File: config.mk
export PLATFORM = sky130hd
export DESIGN_NAME = repeater_lane_config_regs
export DESIGN_NICKNAME = d
export VERILOG_FILES = /design/src/design/lane_cfg_pkg.sv /design/src/design/rx_detect_seq.sv /design/src/design/repeater_lane_config_regs.sv
export SDC_FILE = /design/constraint.sdc
export NUM_CORES = 1
export LEC_CHECK = 0
export BUFFER_PORTS_ARGS = -buffer_cell sky130_fd_sc_hd__buf_2
export CORE_MARGIN = 5
export CORE_UTILIZATION = 35
export DETAILED_ROUTE_END_ITERATION = 8
export PLACE_DENSITY = 0.57
export SKIP_CTS_REPAIR_TIMING = 1
export SLEW_MARGIN = 15
export SYNTH_ARGS = -nofsm -noshare
export SYNTH_HDL_FRONTEND = slang
export SYNTH_SLANG_ARGS = --single-unit
File: constraint.sdc
create_clock -name i_clk -period 3.6 [get_ports i_clk]
set_input_delay 0.36 -clock i_clk [delete_from_list [all_inputs] [get_ports i_clk]]
set_output_delay 0.36 -clock i_clk [all_outputs]
set_load 0.01 [all_outputs]
File: src/design/lane_cfg_pkg.sv
// constants, types and behaviour list for the lane configuration slice
// Behaviour
// - rx-detect code 00 keeps input high impedance; code 11 fixes 50 ohm termination
// - code 01 probes every 12 ms, at most 50 times, then stops
// - code 10 probes every 12 ms without limit until a load appears
// - rx-detect register field acts only while control bit 0x08[3] overrides strap
// - assert threshold bits 3:2 select 50, 40, 75 or 58 mVp-p
// - deassert threshold bits 1:0 select 37, 22, 55 or 45 mVp-p
// - threshold fields replace the strap only while control bit 0x08[6] is set
// - 8-bit equalizer register per lane, reset value 0x2F
// - output swing bit 7 enables short-circuit protection when one
// - swing code 000 to 111 maps to ratios 0.57 up to 1.04
package lane_cfg_pkg;
	localparam logic [7:0] OFF_THRESH = 8'h2F;
	localparam logic [7:0] OFF_RSV_A  = 8'h30;
	localparam logic [7:0] OFF_RSV_B  = 8'h31;
	localparam logic [7:0] OFF_DETECT = 8'h32;
	localparam logic [7:0] OFF_EQ     = 8'h33;
	localparam logic [7:0] OFF_SWING  = 8'h34;

	localparam logic [3:0] RST_THRESH = 4'h0;
	localparam logic [1:0] RST_DETECT = 2'h0;
	localparam logic [7:0] RST_EQ     = 8'h2F;
	localparam logic [7:0] RST_SWING  = 8'hAD;
	localparam logic [7:0] RD_ZERO    = 8'h00;

	localparam int DETECT_LSB = 2;
	localparam int SD_AS_LSB  = 2;
	localparam int SD_DE_LSB  = 0;
	localparam int SCP_BIT    = 7;
	localparam int SWING_LSB  = 0;

	localparam int CLK_HZ           = 50_000_000;
	localparam int PROBE_PERIOD_MS  = 12;
	localparam int PROBE_PERIOD_CYC = PROBE_PERIOD_MS * (CLK_HZ / 1000);
	localparam int MAX_ATTEMPTS     = 50;

	typedef enum logic [1:0] {
		MODE_HIZ       = 2'h0,
		MODE_LIMITED   = 2'h1,
		MODE_UNLIMITED = 2'h2,
		MODE_FIXED     = 2'h3
	} detect_mode_type;

	typedef enum logic [6:0] {
		ST_START = 7'h01,
		ST_HIZ   = 7'h02,
		ST_TERM  = 7'h04,
		ST_WAIT  = 7'h08,
		ST_PROBE = 7'h10,
		ST_FOUND = 7'h20,
		ST_STOP  = 7'h40
	} det_state_type;
endpackage

File: src/design/rx_detect_seq.sv
// receiver-detect probe sequencer for one lane
`timescale 1ns/100ps
module rx_detect_seq #(
	parameter int PERIOD_CYC = lane_cfg_pkg::PROBE_PERIOD_CYC,
	parameter int ATTEMPTS   = lane_cfg_pkg::MAX_ATTEMPTS,
	parameter int CNT_W      = 20
) (
	input  wire logic       i_clk,
	input  wire logic       i_rst,
	input  wire logic [1:0] i_mode,
	input  wire logic       i_load_seen,
	output logic            o_probe_q,
	output logic            o_term_50_q
);
	localparam logic [CNT_W-1:0] LAST     = CNT_W'(PERIOD_CYC - 1);
	localparam logic [6:0]       LAST_TRY = 7'(ATTEMPTS - 1);

	lane_cfg_pkg::det_state_type state_q, state_d;
	logic [CNT_W-1:0] cnt_q, cnt_d;
	logic [6:0]       tries_q, tries_d;
	logic [1:0]       mode_q;
	logic             probe_d, term_d;

	always_comb begin
		state_d = state_q;
		cnt_d   = cnt_q;
		tries_d = tries_q;
		if (i_mode != mode_q) begin
			state_d = lane_cfg_pkg::ST_START;
			cnt_d   = '0;
			tries_d = '0;
		end else begin
			case (state_q)
				lane_cfg_pkg::ST_START: begin
					if (i_mode == lane_cfg_pkg::MODE_HIZ) begin
						state_d = lane_cfg_pkg::ST_HIZ;
					end else if (i_mode == lane_cfg_pkg::MODE_FIXED) begin
						state_d = lane_cfg_pkg::ST_TERM;
					end else begin
						state_d = lane_cfg_pkg::ST_WAIT;
					end
				end
				lane_cfg_pkg::ST_WAIT: begin
					if (cnt_q == LAST) begin
						cnt_d   = '0;
						state_d = lane_cfg_pkg::ST_PROBE;
					end else begin
						cnt_d = cnt_q + 1'b1;
					end
				end
				lane_cfg_pkg::ST_PROBE: begin
					if (i_load_seen) begin
						state_d = lane_cfg_pkg::ST_FOUND;
					end else if (i_mode == lane_cfg_pkg::MODE_LIMITED && tries_q == LAST_TRY) begin
						state_d = lane_cfg_pkg::ST_STOP;
					end else begin
						state_d = lane_cfg_pkg::ST_WAIT;
						if (i_mode == lane_cfg_pkg::MODE_LIMITED) begin
							tries_d = tries_q + 1'b1;
						end
					end
				end
				default: state_d = state_q;
			endcase
		end
		probe_d = (state_d == lane_cfg_pkg::ST_PROBE);
		term_d  = (state_d == lane_cfg_pkg::ST_TERM) || (state_d == lane_cfg_pkg::ST_FOUND);
	end

	always_ff @(posedge i_clk or posedge i_rst) begin
		if (i_rst) begin
			state_q     <= lane_cfg_pkg::ST_START;
			cnt_q       <= '0;
			tries_q     <= '0;
			mode_q      <= lane_cfg_pkg::MODE_HIZ;
			o_probe_q   <= 1'b0;
			o_term_50_q <= 1'b0;
		end else begin
			state_q     <= state_d;
			cnt_q       <= cnt_d;
			tries_q     <= tries_d;
			mode_q      <= i_mode;
			o_probe_q   <= probe_d;
			o_term_50_q <= term_d;
		end
	end

	// probe counter since last mode change, for checking only
	int pcount_q;
	always_ff @(posedge i_clk or posedge i_rst) begin
		if (i_rst) begin
			pcount_q <= 0;
		end else if (i_mode != mode_q) begin
			pcount_q <= 0;
		end else if (o_probe_q) begin
			pcount_q <= pcount_q + 1;
		end
	end
endmodule

File: src/design/repeater_lane_config_regs.sv
// lane configuration register slice with rx-detect sequencing
`timescale 1ns/100ps
module repeater_lane_config_regs #(
	parameter int PROBE_PERIOD_CYC = lane_cfg_pkg::PROBE_PERIOD_CYC,
	parameter int MAX_ATTEMPTS     = lane_cfg_pkg::MAX_ATTEMPTS
) (
	input  wire logic       i_clk,
	input  wire logic       i_rst,
	input  wire logic       i_wr_en,
	input  wire logic       i_rd_en,
	input  wire logic [7:0] i_addr,
	input  wire logic [7:0] i_wr_data,
	input  wire logic       i_ee_wr_en,
	input  wire logic [7:0] i_ee_addr,
	input  wire logic [7:0] i_ee_data,
	input  wire logic       i_rx_detect_override,
	input  wire logic [1:0] i_rx_detect_strap,
	input  wire logic       i_threshold_override,
	input  wire logic [3:0] i_threshold_strap,
	input  wire logic       i_load_seen,
	output logic [7:0]      o_rd_data_q,
	output logic [6:0]      o_sd_assert_mv_q,
	output logic [6:0]      o_sd_deassert_mv_q,
	output logic [7:0]      o_eq_q,
	output logic            o_short_prot_q,
	output logic [2:0]      o_swing_code_q,
	output logic [6:0]      o_swing_ratio_q,
	output logic            o_probe_q,
	output logic            o_term_50_q
);

	// assert threshold code to millivolts
	function automatic logic [6:0] assert_mv(input logic [1:0] code);
		case (code)
			2'h0: assert_mv = 7'h32;
			2'h1: assert_mv = 7'h28;
			2'h2: assert_mv = 7'h4B;
			default: assert_mv = 7'h3A;
		endcase
	endfunction

	// deassert threshold code to millivolts
	function automatic logic [6:0] deassert_mv(input logic [1:0] code);
		case (code)
			2'h0: deassert_mv = 7'h25;
			2'h1: deassert_mv = 7'h16;
			2'h2: deassert_mv = 7'h37;
			default: deassert_mv = 7'h2D;
		endcase
	endfunction

	// swing code to ratio in hundredths
	function automatic logic [6:0] swing_ratio(input logic [2:0] code);
		case (code)
			3'h0: swing_ratio = 7'h39;
			3'h1: swing_ratio = 7'h41;
			3'h2: swing_ratio = 7'h47;
			3'h3: swing_ratio = 7'h4D;
			3'h4: swing_ratio = 7'h53;
			3'h5: swing_ratio = 7'h5A;
			3'h6: swing_ratio = 7'h64;
			default: swing_ratio = 7'h68;
		endcase
	endfunction

	// register field or strap pin
	function automatic logic [3:0] pick(input logic ovr, input logic [3:0] regv, input logic [3:0] strap);
		pick = ovr ? regv : strap;
	endfunction

	logic [3:0] thresh_q, thresh_d;
	logic [1:0] detect_q, detect_d;
	logic [7:0] eq_d;
	logic [7:0] swing_q, swing_d;
	logic       wr;
	logic [7:0] wr_addr;
	logic [7:0] wr_data;

	// memory load wins over a host write in the same cycle
	always_comb begin
		wr      = i_ee_wr_en || i_wr_en;
		wr_addr = i_ee_wr_en ? i_ee_addr : i_addr;
		wr_data = i_ee_wr_en ? i_ee_data : i_wr_data;
	end

	// register storage
	always_comb begin
		thresh_d = thresh_q;
		detect_d = detect_q;
		eq_d    = o_eq_q;
		swing_d = swing_q;
		if (wr) begin
			if (wr_addr == lane_cfg_pkg::OFF_THRESH) begin
				thresh_d = wr_data[3:0];
			end else if (wr_addr == lane_cfg_pkg::OFF_DETECT) begin
				detect_d = wr_data[lane_cfg_pkg::DETECT_LSB +: 2];
			end else if (wr_addr == lane_cfg_pkg::OFF_EQ) begin
				eq_d = wr_data;
			end else if (wr_addr == lane_cfg_pkg::OFF_SWING) begin
				swing_d = wr_data;
			end
		end
	end

	always_ff @(posedge i_clk or posedge i_rst) begin
		if (i_rst) begin
			thresh_q <= lane_cfg_pkg::RST_THRESH;
			detect_q <= lane_cfg_pkg::RST_DETECT;
			o_eq_q  <= lane_cfg_pkg::RST_EQ;
			swing_q <= lane_cfg_pkg::RST_SWING;
		end else begin
			thresh_q <= thresh_d;
			detect_q <= detect_d;
			o_eq_q  <= eq_d;
			swing_q <= swing_d;
		end
	end

	// readback
	logic [7:0] rd_d;
	always_comb begin
		rd_d = o_rd_data_q;
		if (i_rd_en) begin
			if (i_addr == lane_cfg_pkg::OFF_THRESH) begin
				rd_d = {4'h0, thresh_q};
			end else if (i_addr == lane_cfg_pkg::OFF_DETECT) begin
				rd_d = {4'h0, detect_q, 2'h0};
			end else if (i_addr == lane_cfg_pkg::OFF_EQ) begin
				rd_d = o_eq_q;
			end else if (i_addr == lane_cfg_pkg::OFF_SWING) begin
				rd_d = swing_q;
			end else begin
				rd_d = lane_cfg_pkg::RD_ZERO;
			end
		end
	end

	always_ff @(posedge i_clk or posedge i_rst) begin
		if (i_rst) begin
			o_rd_data_q <= lane_cfg_pkg::RD_ZERO;
		end else begin
			o_rd_data_q <= rd_d;
		end
	end

	// effective settings driven to the lane
	logic [1:0] mode_q, mode_d;
	logic [3:0] sd_sel;
	logic [3:0] mode_pick;
	logic [6:0] as_mv_d, de_mv_d, ratio_d;
	logic       scp_d;
	logic [2:0] code_d;

	always_comb begin
		mode_pick = pick(i_rx_detect_override, {2'h0, detect_q}, {2'h0, i_rx_detect_strap});
		mode_d    = mode_pick[1:0];
		sd_sel    = pick(i_threshold_override, thresh_q, i_threshold_strap);
		as_mv_d = assert_mv(sd_sel[lane_cfg_pkg::SD_AS_LSB +: 2]);
		de_mv_d = deassert_mv(sd_sel[lane_cfg_pkg::SD_DE_LSB +: 2]);
		scp_d   = swing_q[lane_cfg_pkg::SCP_BIT];
		code_d  = swing_q[lane_cfg_pkg::SWING_LSB +: 3];
		ratio_d = swing_ratio(code_d);
	end

	always_ff @(posedge i_clk or posedge i_rst) begin
		if (i_rst) begin
			mode_q             <= lane_cfg_pkg::MODE_HIZ;
			o_sd_assert_mv_q   <= assert_mv(lane_cfg_pkg::RST_THRESH[lane_cfg_pkg::SD_AS_LSB +: 2]);
			o_sd_deassert_mv_q <= deassert_mv(lane_cfg_pkg::RST_THRESH[lane_cfg_pkg::SD_DE_LSB +: 2]);
			o_short_prot_q     <= lane_cfg_pkg::RST_SWING[7];
			o_swing_code_q     <= lane_cfg_pkg::RST_SWING[2:0];
			o_swing_ratio_q    <= swing_ratio(lane_cfg_pkg::RST_SWING[2:0]);
		end else begin
			mode_q             <= mode_d;
			o_sd_assert_mv_q   <= as_mv_d;
			o_sd_deassert_mv_q <= de_mv_d;
			o_short_prot_q     <= scp_d;
			o_swing_code_q     <= code_d;
			o_swing_ratio_q    <= ratio_d;
		end
	end

	rx_detect_seq #(
		.PERIOD_CYC (PROBE_PERIOD_CYC),
		.ATTEMPTS   (MAX_ATTEMPTS),
		.CNT_W      (20)
	) u_rx_detect (
		.i_clk       (i_clk),
		.i_rst       (i_rst),
		.i_mode      (mode_q),
		.i_load_seen (i_load_seen),
		.o_probe_q   (o_probe_q),
		.o_term_50_q (o_term_50_q)
	);
endmodule

==> impl_metrics.tcl, run 1 <==
set metrics [dict create \
    timing.fmax_mhz 415.9 \
    grt_pass1_vias 3412 \
    ys_seq_elements 89 \
    ir_drop_mv 0.2061 \
    cp_max_fo 15 \
    synth_largest_area_cell "dfrtp_1" \
    cp-end-kind "flop" \
    num_rows 41 \
    portBuffers 85 \
    drcViolationCount 0 \
    crit_chain "or4b_4 > nor4_4 > a211oi_2 > buf_4 > and3_1 > a221o_1" \
    finalCriticalPeriod_ps 2404 \
    skew_ps 11.26 \
    path_clk_slew_ps 70 \
    cp-startpoint "u_rx_detect.cnt_q[14]$_DFFE_PP0P_" \
    instances_no_fill 680 \
    syn_avg_cell_area_um2 10.67 \
    wl_um 10330 \
    slowest_delay_ps 550 \
    dp_slack_ps 1199 \
    coreArea_mm2 0.01257 \
    hp-start "i_rx_detect_strap[1]" \
    synth_area_mm2 0.004471 \
    synthFlopType "dfrtp_1" \
    critPathKind "reg2reg" \
    die_w_um 123.0 \
    cp.arrival_ps 2630 \
    clk_latency_ps 340 \
    drt-initial-drc-count 170 \
    hold_path_class "in2reg" \
    setup_viol 0 \
    slowest_stage "or4b_4" \
    vias_per_cell 5.037 \
    finalCritPeriodShare 0.6679 \
    startpoint_type "flop" \
    die_height_um 123.0 \
    syn_inst 419 \
    power.density_mw_per_mm2 454.9 \
    drive_gt1_frac 0.3504 \
    grt_max_degree 38 \
    maxCapViolCount 0 \
    grt_first_pass_wirelength_um 17190 \
    synth_area_leaders "dfrtp_1, dfstp_2, mux2_2, ha_1, nand2_1" \
    synth_edf_count 0 \
    synthTopCellsByCount "dfrtp_1, nand2_1, nor2_1" \
    dp.cells 663 \
    cts_buffer_depth 2 \
    root_buffer "clkbuf_16" \
    final.setup.worst_slack_ps 1196 \
    antenna_cells 0 \
    place_congestion 0.8288 \
    final_antenna_net_count 0 \
    cts_tree "done" \
    outcome "completed" \
    finalSetupTns_ps 0 \
    async_flop_share 1.000 \
    holdWs_ps 257.9 \
    power_mw 2.446 \
    first_pass_iters 4 \
    worstMarginPinSlew_ps 807.3 \
    io_pins 89 \
    htree_levels 3 \
    reg2reg_from "u_rx_detect.cnt_q[14]$_DFFE_PP0P_" \
    yosysMostFrequentCell "dfrtp_1" \
    fillCellCount 1216 \
    p_leak_nw 2.479 \
    area_growth_pct 20.29 \
    antenna_found_initial 1 \
    dp_hpwl_um 7699 \
    clock_sinks 89 \
    grt_overflow 0 \
    synth.distinct_cells 64 \
    yosys_warnings 0 \
    slew_violations 0 \
    vias 3425 \
    worstPathRequired_ps 3820 \
    die_area_mm2 0.01513 \
    initial_utilization 0.3557 \
    seq_area_frac_synth 0.5043 \
    finalHoldViolCount 0 \
    maxSlewHeadroom 0.4568 \
    grt_usage 0.1435 \
    synth.top_cell.area_share 0.3750 \
    final_nets 561 \
    rsz0062_at_grt "no" \
    wl_per_cell_um 15.19 \
    cts_buffers 9 \
]
==> layout by cell type (no fill, tap or decap), types with 3 or more instances in the layout <==
cell type	count
buf_2	85
dfrtp_1	67
nand2_1	39
nor2_1	37
mux2_2	34
dfstp_2	22
nand3_1	19
inv_1	19
a31oi_1	12
ha_1	12
clkbuf_16	10
a21oi_1	9
o21ai_0	9
xnor2_1	8
nor3_1	8
buf_4	7
nor4_1	6
o22ai_1	6
a22oi_1	6
and3_1	6
nand4_1	5
mux2i_1	5
o211ai_1	5
nor2b_1	4
or4_1	4
or3_1	4
a211oi_1	3
xor2_1	3
conb_1	3
==> cells by family (layout without fill, tap and decap cells) <==
family | after synthesis | count (layout) | synth area share
simple gates | 158 | 158 | 0.1892
other cells | 2 | 3 | 0.001680
fa+ha+maj | 12 | 12 | 0.03358
buf+inv | 41 | 129 | 0.04702
mux | 39 | 39 | 0.09684
compound gates | 67 | 67 | 0.1058
xor+xnor | 11 | 11 | 0.02155
flops | 89 | 89 | 0.5043
==> per-stage QoR <==
| stage | area (um^2) | util |
|---|---|---|
| after floorplan | 4474 | - |
| after global placement | 5034 | 0.4005 |
| after detailed placement | 5034 | 0.4005 |
| after CTS | 5368 | 0.4271 |
| after global routing | 5378 | 0.4279 |
| final | 5378 | 0.4279 |
==> area by class of cell <==
| cell class | instances | area [um^2] | share of cell area |
|---|---|---|---|
| multi-input cells | 290 | 2009 | 0.3737 |
| repair buffers | 93 | 488.0 | 0.09074 |
| inverters | 20 | 76.32 | 0.01419 |
| flip-flops and latches | 89 | 2255 | 0.4193 |
| clock buffers | 12 | 277.8 | 0.05165 |
| well taps | 172 | 215.2 | 0.04002 |
| clock inverters | 4 | 56.30 | 0.01047 |
==> flip-flops by register name, indices dropped and copies added (netlist names), 2 cells and up <==
signal and cells:
u_rx_detect.cnt_q 20, o_eq_q 8, o_rd_data_q 8, swing_q 8, o_swing_ratio_q 7, u_rx_detect.state_q 7, u_rx_detect.tries_q 7, o_sd_assert_mv_q 5
thresh_q 4, o_sd_deassert_mv_q 3, o_swing_code_q 3, detect_q 2, mode_q 2, u_rx_detect.mode_q 2
==> final timing paths <==
path                                                     to  slack (ps)  cells past startpoint
max                        u_rx_detect.cnt_q[5]$_DFFE_PP0P_        1200                      6
min                                     mode_q[1]$_DFF_PP0_         260                      2
max reg2reg                u_rx_detect.cnt_q[5]$_DFFE_PP0P_        1200                      6
min reg2reg                        o_short_prot_q$_DFF_PP1_         380                      0
max in group asynchronous     o_sd_assert_mv_q[1]$_DFF_PP1_        2290                      4
min in group asynchronous  u_rx_detect.cnt_q[8]$_DFFE_PP0P_         520                      3
==> layer usage <==
metal / vias to the layer above / global-route usage / part of all wire
li1: 1679 / - / -
met1: 1651 / 0.1843 / 0.45
met2: 81 / 0.2351 / 0.49
met3: 12 / 0.03843 / 0.050
met4: 2 / 0.04913 / 0.012
met5: - / 0 / 0.0019
==> where the power goes <==
| group | total [mW] | internal [mW] | switching [mW] |
|---|---|---|---|
| sequential | 1.13 | 1.08 | 0.0490 |
| combinational | 0.306 | 0.128 | 0.178 |
| clock | 1.01 | 0.623 | 0.389 |
| total | 2.45 | 1.83 | 0.616 |
==> critical path: cells and delay by family, from the launching register on <==
family / cells / cell delay (ps)
DFF: 1 / 440
and+or+nand+nor: 3 / 1100
AOI/OAI and AO/OA: 2 / 500
buffers and inverters: 1 / 240
Power figures use the tool's default switching activity.
==> inputs of run 2 (changes only) <==
--- a/config.mk
+++ b/config.mk
@@ -5,11 +5,12 @@
 export SDC_FILE = /design/constraint.sdc
 export NUM_CORES = 1
 export LEC_CHECK = 0
+export ABC_AREA = 1
 export BUFFER_PORTS_ARGS = -buffer_cell sky130_fd_sc_hd__buf_2
 export CORE_MARGIN = 5
 export CORE_UTILIZATION = 35
 export DETAILED_ROUTE_END_ITERATION = 8
-export PLACE_DENSITY = 0.57
+export PLACE_DENSITY = 0.59
 export SKIP_CTS_REPAIR_TIMING = 1
 export SLEW_MARGIN = 15
 export SYNTH_ARGS = -nofsm -noshare
==> constraint.sdc (replaced) <==
create_clock -name i_clk -period 2.1 [get_ports i_clk]
set_input_delay 0.21 -clock i_clk [delete_from_list [all_inputs] [get_ports i_clk]]
set_output_delay 0.21 -clock i_clk [all_outputs]
set_load 0.01 [all_outputs]
==> impl_metrics.tcl, run 2 <==
set metrics [dict create \
    outcome "complete, but fails checks" \
    failed_checks "negative hold slack" \
    reg2reg_slack_ps 260 \
    place_congestion 0.9236 \
    path_clk_slew_ps 60 \
    htree_levels 3 \
    critPathKind "reg2reg" \
    cp-end-kind "flop" \
    grt_overflow 0 \
    cp.buffers_inverters 2 \
    drive_gt1_frac 0.2448 \
    async_flop_share 1.000 \
    rsz0062_at_grt "no" \
    vias 3975 \
    instances_no_fill 846 \
    drcViolationCount 0 \
    dp_hpwl_um 8398 \
    synth_area_leaders "dfrtp_1, dfstp_2, nand2_1, inv_1, nor2_1" \
    yosys_warnings 0 \
    yosysMostFrequentCell "nand2_1" \
    drt-initial-drc-count 237 \
    syn_avg_cell_area_um2 8.228 \
    dp.cells 830 \
    antenna_found_initial 0 \
    synth_largest_area_cell "dfrtp_1" \
    crit_chain "inv_1 > ha_1 > nand2_1 > nor2_1 > nand3_1 > inv_1 > nand2_1 > a21boi_0 > nand2_1 > o21bai_1 > nand2_1 > nor2_1" \
    cts_tree "done" \
    num_rows 42 \
    cp.arrival_ps 2100 \
    ys_seq_elements 89 \
    synth.top_cell.area_share 0.3537 \
    seq_area_frac_synth 0.4757 \
    grt_pass1_vias 3914 \
    portBuffers 85 \
    io_pins 89 \
    crit_family "simple AND/OR/NAND/NOR gates" \
    wl_per_cell_um 12.95 \
    die_w_um 126.4 \
    finalCriticalPeriod_ps 1836 \
    power.density_mw_per_mm2 759.5 \
    grt_max_degree 90 \
    final_cell_mix "nand2_1, buf_2, inv_1" \
    worstPathRequired_ps 2360 \
    syn_inst 576 \
    die_height_um 126.4 \
    die_area_mm2 0.01597 \
    clk_latency_ps 340 \
    startpoint_type "flop" \
    hold_path_class "in2async" \
    finalSetupTns_ps 0 \
    power_mw 4.295 \
    synth_edf_count 0 \
    initial_utilization 0.3579 \
    synth_area_mm2 0.004740 \
    final_nets 723 \
    grt_usage 0.1407 \
    first_pass_iters 5 \
    setup_viol 0 \
    antenna_cells 0 \
    grt_first_pass_wirelength_um 18450 \
    coreArea_mm2 0.01324 \
    timing.fmax_mhz 544.8 \
    synth.distinct_cells 46 \
    slowest_stage "dfrtp_1" \
    slew_violations 0 \
    skew_ps 7.449 \
    clock_sinks 89 \
    synthFlopType "dfrtp_1" \
    vias_per_cell 4.699 \
    path_common_cell "nand2_1" \
    layout_commonest_cell "nand2_1" \
    maxSlewHeadroom 0.6346 \
    synthTopCellsByCount "nand2_1, inv_1, dfrtp_1" \
    cts_buffers 9 \
    holdWs_ps -3.033 \
    finalHoldViolCount 3 \
    cp_max_fo 4 \
    worstMarginPinSlew_ps 546.0 \
    slowest_delay_ps 410 \
    ir_drop_mv 0.3656 \
    finalCritPeriodShare 0.8741 \
    wl_um 10960 \
    largest_reg_flops 20 \
    area_growth_pct 19.32 \
    p_leak_nw 2.754 \
    cts_buffer_depth 2 \
    top_register "u_rx_detect.cnt_q" \
    maxCapViolCount 0 \
    final_antenna_net_count 0 \
    root_buffer "clkbuf_16" \
]
run 2: cell count changes in the layout (fill, tap and decap cells not counted), sizes merged, moves of 13 or more:
| cell | delta |
|---|---|
| nand2 | +101 |
| inv | +68 |
| o21ai | +35 |
| mux2 | -33 |
| nand3 | +13 |
| xor2 | +13 |
run 2: cell families (layout without fill, tap and decap cells):
family	Yosys count	after routing	synth area share
flops	89	89	0.4757
mux	1	1	0.002376
compound gates	91	91	0.1143
buf+inv	103	196	0.09609
fa+ha+maj	12	12	0.03168
simple gates	260	260	0.2450
other cells	2	3	0.001585
xor+xnor	18	18	0.03326
run 2: final timing paths:
check / from / to / cells past startpoint
min in group i_clk: i_rx_detect_override / mode_q[0]$_DFF_PP0_ / 2
hold / removal: i_rst / o_swing_ratio_q[5]$_DFF_PP0_ / 3
hold reg to reg: swing_q[7]$_DFFE_PP1P_ / o_short_prot_q$_DFF_PP1_ / 0
setup reg to reg: u_rx_detect.tries_q[1]$_DFFE_PP0P_ / u_rx_detect.o_probe_q$_DFF_PP0_ / 12
setup / recovery: u_rx_detect.tries_q[1]$_DFFE_PP0P_ / u_rx_detect.o_probe_q$_DFF_PP0_ / 12
max in group asynchronous: i_rst / u_rx_detect.state_q[0]$_DFF_PP1_ / 3
run 2: routing by layer:
metal | vias up | global-route usage | routed length [um]
li1 | 2012 | - | -
met1 | 1865 | 0.1828 | 4750
met2 | 88 | 0.2313 | 5429
met3 | 10 | 0.03447 | 651
met4 | 0 | 0.04606 | 123
met5 | - | 0 | 0
run 2: report_power, final:
group | internal [mW] | switching [mW] | leakage (nW) | total, mW
Combinational | 0.240 | 0.445 | 1.50 | 0.685
Clock | 0.965 | 0.674 | 0.147 | 1.64
Sequential | 1.89 | 0.0821 | 1.11 | 1.97
run 2: through the flow:
| step | instance area [um^2] | setup WS, ps | hold WS (ps) | utilization |
|---|---|---|---|---|
| final | 5655 | 264.3 | -3.033 | 0.4271 |
| after global routing | 5655 | 38.19 | 39.52 | 0.4271 |
| after CTS | 5645 | 41.75 | 16.95 | 0.4263 |
| after detailed placement | 5339 | 45.14 | 372.1 | 0.4032 |
| after global placement | 5339 | 177.6 | 370.3 | 0.4032 |
| after floorplan | 4747 | 517.2 | 298.8 | - |
run 2: area by class of cell:
type	instances	area, um^2
clock buffer	11	242.7
timing repair buffer	93	498.0
multi-input combinational	385	2043
sequential	89	2255
tap	176	220.2
fill	1343	7587
clock inverter	5	63.81
inverter	87	332.8
run 2: tightest hold or removal path, stage by stage:
cell and delay, ps:
buf_2 110, clkinvlp_4 70, buf_12 370
==> inputs of run 3 (changes only) <==
--- a/config.mk
+++ b/config.mk
@@ -9,6 +9,7 @@
 export BUFFER_PORTS_ARGS = -buffer_cell sky130_fd_sc_hd__buf_2
 export CORE_MARGIN = 5
 export CORE_UTILIZATION = 35
+export CTS_BUF_LIST = sky130_fd_sc_hd__clkbuf_2
 export DETAILED_ROUTE_END_ITERATION = 8
 export PLACE_DENSITY = 0.59
 export SKIP_CTS_REPAIR_TIMING = 1
==> constraint.sdc (replaced) <==
create_clock -name i_clk -period 2.1 [get_ports i_clk]
set_input_delay 0 -clock i_clk [delete_from_list [all_inputs] [get_ports i_clk]]
set_output_delay 0 -clock i_clk [all_outputs]
set_load 0.01 [all_outputs]
==> impl_metrics.tcl, run 3 (synthesis results as in run 2) <==
set metrics [dict create \
    met2_usage 0.2435 \
    crit_chain "dlygate4sd3_1 > buf_2 > nor2_1 > inv_1 > nor3_1 > dlygate4sd3_1 > nand2_1 > dlygate4sd3_1 > o21ai_0 > o21ai_1" \
    dp_hpwl_um 8425 \
    finalHoldViolCount 1 \
    slowest_delay_ps 560 \
    portBuffers 85 \
    final.setup.worst_slack_ps 152.1 \
    antenna_found_initial 0 \
    root_buffer "clkbuf_2" \
    final_antenna_net_count 0 \
    power.density_mw_per_mm2 612.7 \
    num_rows 42 \
    cts_buffer_depth 2 \
    largest_reg_flops 20 \
    layout_commonest_cell "nand2_1" \
    holdWs_ps -5.331 \
    dp_slack_ps 168.8 \
    vias 4163 \
    finalCritPeriodShare 0.9276 \
    drive_gt1_frac 0.2241 \
    grt_usage 0.1419 \
    coreArea_mm2 0.01324 \
    drcViolationCount 0 \
    failed_checks "negative hold slack" \
    grt_overflow 0 \
    wl_um 11250 \
    clk_latency_ps 570 \
    first_pass_iters 4 \
    cp.arrival_ps 2420 \
    cp_max_fo 3 \
    cts_buffers 9 \
    final_nets 767 \
    hold_path_class "in2reg" \
    worstPathRequired_ps 2570 \
    grt_first_pass_wirelength_um 18620 \
    worstMarginPinSlew_ps 582.3 \
    busiest_layer "met2" \
    cp-end-kind "flop" \
    rsz0062_at_grt "yes" \
    setup_viol 0 \
    antenna_cells 0 \
    power_mw 3.620 \
    wl_per_cell_um 12.64 \
    placed_cell_area_mm2 0.005301 \
    area_growth_pct 24.66 \
    top_register "u_rx_detect.cnt_q" \
    vias_per_cell 4.678 \
    place_congestion 0.9319 \
    slowest_stage "dlygate4sd3_1" \
    timing.fmax_mhz 513.4 \
    p_leak_nw 2.856 \
    startpoint_type "input pin" \
    die_height_um 126.4 \
    slew_violations 0 \
    maxCapViolCount 0 \
    die_area_mm2 0.01597 \
    path_common_cell "dlygate4sd3_1" \
    grt_max_degree 90 \
    htree_levels 3 \
    cts_tree "done" \
    finalCriticalPeriod_ps 1948 \
    grt_pass1_vias 3958 \
    clock_sinks 89 \
    ir_drop_mv 0.2877 \
    final_cell_mix "nand2_1, buf_2, inv_1" \
    grtUsageMet1 0.1748 \
    skew_ps 21.27 \
    io_pins 89 \
    outcome "complete, but fails checks" \
    initial_utilization 0.3579 \
    die_w_um 126.4 \
    drt-initial-drc-count 211 \
    final_area_mm2 0.005908 \
    path_clk_slew_ps 240 \
    grtUsageMet3 0.02900 \
    maxSlewHeadroom 0.6106 \
    critPathKind "in2reg" \
]
==> run 3: cell types whose count changed in the layout (fill, tap and decap cells not counted), sizes merged <==
| cell | change |
|---|---|
| inv | -1 |
| clkbuf | -2 |
| clkinv | +3 |
| dlygate4sd3 | +48 |
| buf | -4 |
==> run 3: area by class of cell <==
type	instances	area [um^2]
clock buffers	9	45.04
multi-input cells	385	2037
repair buffers	137	948.4
clock inverters	7	70.07
fillers	1356	7335
flip-flops and latches	89	2255
well taps	176	220.2
inverters	87	332.8
==> run 3: final timing paths <==
check                      slack (ps)                                end  cells past startpoint                        startpoint
setup reg to reg                  220  u_rx_detect.cnt_q[16]$_DFFE_PP0P_                      8  u_rx_detect.cnt_q[0]$_DFFE_PP0P_
hold / removal                     -5             swing_q[5]$_DFFE_PP1P_                      8                         i_addr[6]
setup / recovery                  150         o_rd_data_q[2]$_DFFE_PP0P_                     10                         i_addr[7]
max in group asynchronous        1650       o_swing_ratio_q[4]$_DFF_PP1_                      4                             i_rst
min in group asynchronous          60       o_swing_ratio_q[5]$_DFF_PP0_                      4                             i_rst
hold reg to reg                   400           o_short_prot_q$_DFF_PP1_                      0            swing_q[7]$_DFFE_PP1P_
==> run 3: worst max-delay path: cells and delay by family <==
family / cells / cell delay [ps]
buf+inv: 5 / 1840
simple gates: 3 / 340
compound gates: 2 / 240
==> run 3: through the flow <==
| stage | util | std cells | hold slack (ps) | TNS [ps] |
|---|---|---|---|---|
| 6_report | 0.4461 | 890 | -5.331 | 0 |
| 5_1_grt | 0.4461 | 890 | 2.672 | -22.74 |
| 4_1_cts | 0.4090 | 841 | -521.3 | 0 |
| 3_5_place_dp | 0.4003 | 825 | 173.8 | 0 |
| 3_3_place_gp | 0.4003 | 825 | 172.4 | 0 |
| 2_1_floorplan | - | 577 | 88.81 | 0 |
==> run 3: power breakdown <==
group | internal [mW] | total [mW] | switching (mW) | leakage, nW
registers | 1.89 | 1.97 | 0.0801 | 1.11
logic | 0.308 | 0.768 | 0.460 | 1.67
clock network | 0.275 | 0.883 | 0.608 | 0.0720
==> run 3: per-layer routing <==
| metal | vias to the layer above | share of wire |
|---|---|---|
| li1 | 2105 | - |
| met1 | 1943 | 0.42 |
| met2 | 97 | 0.51 |
| met3 | 18 | 0.044 |
| met4 | 0 | 0.023 |
| met5 | - | 0 |
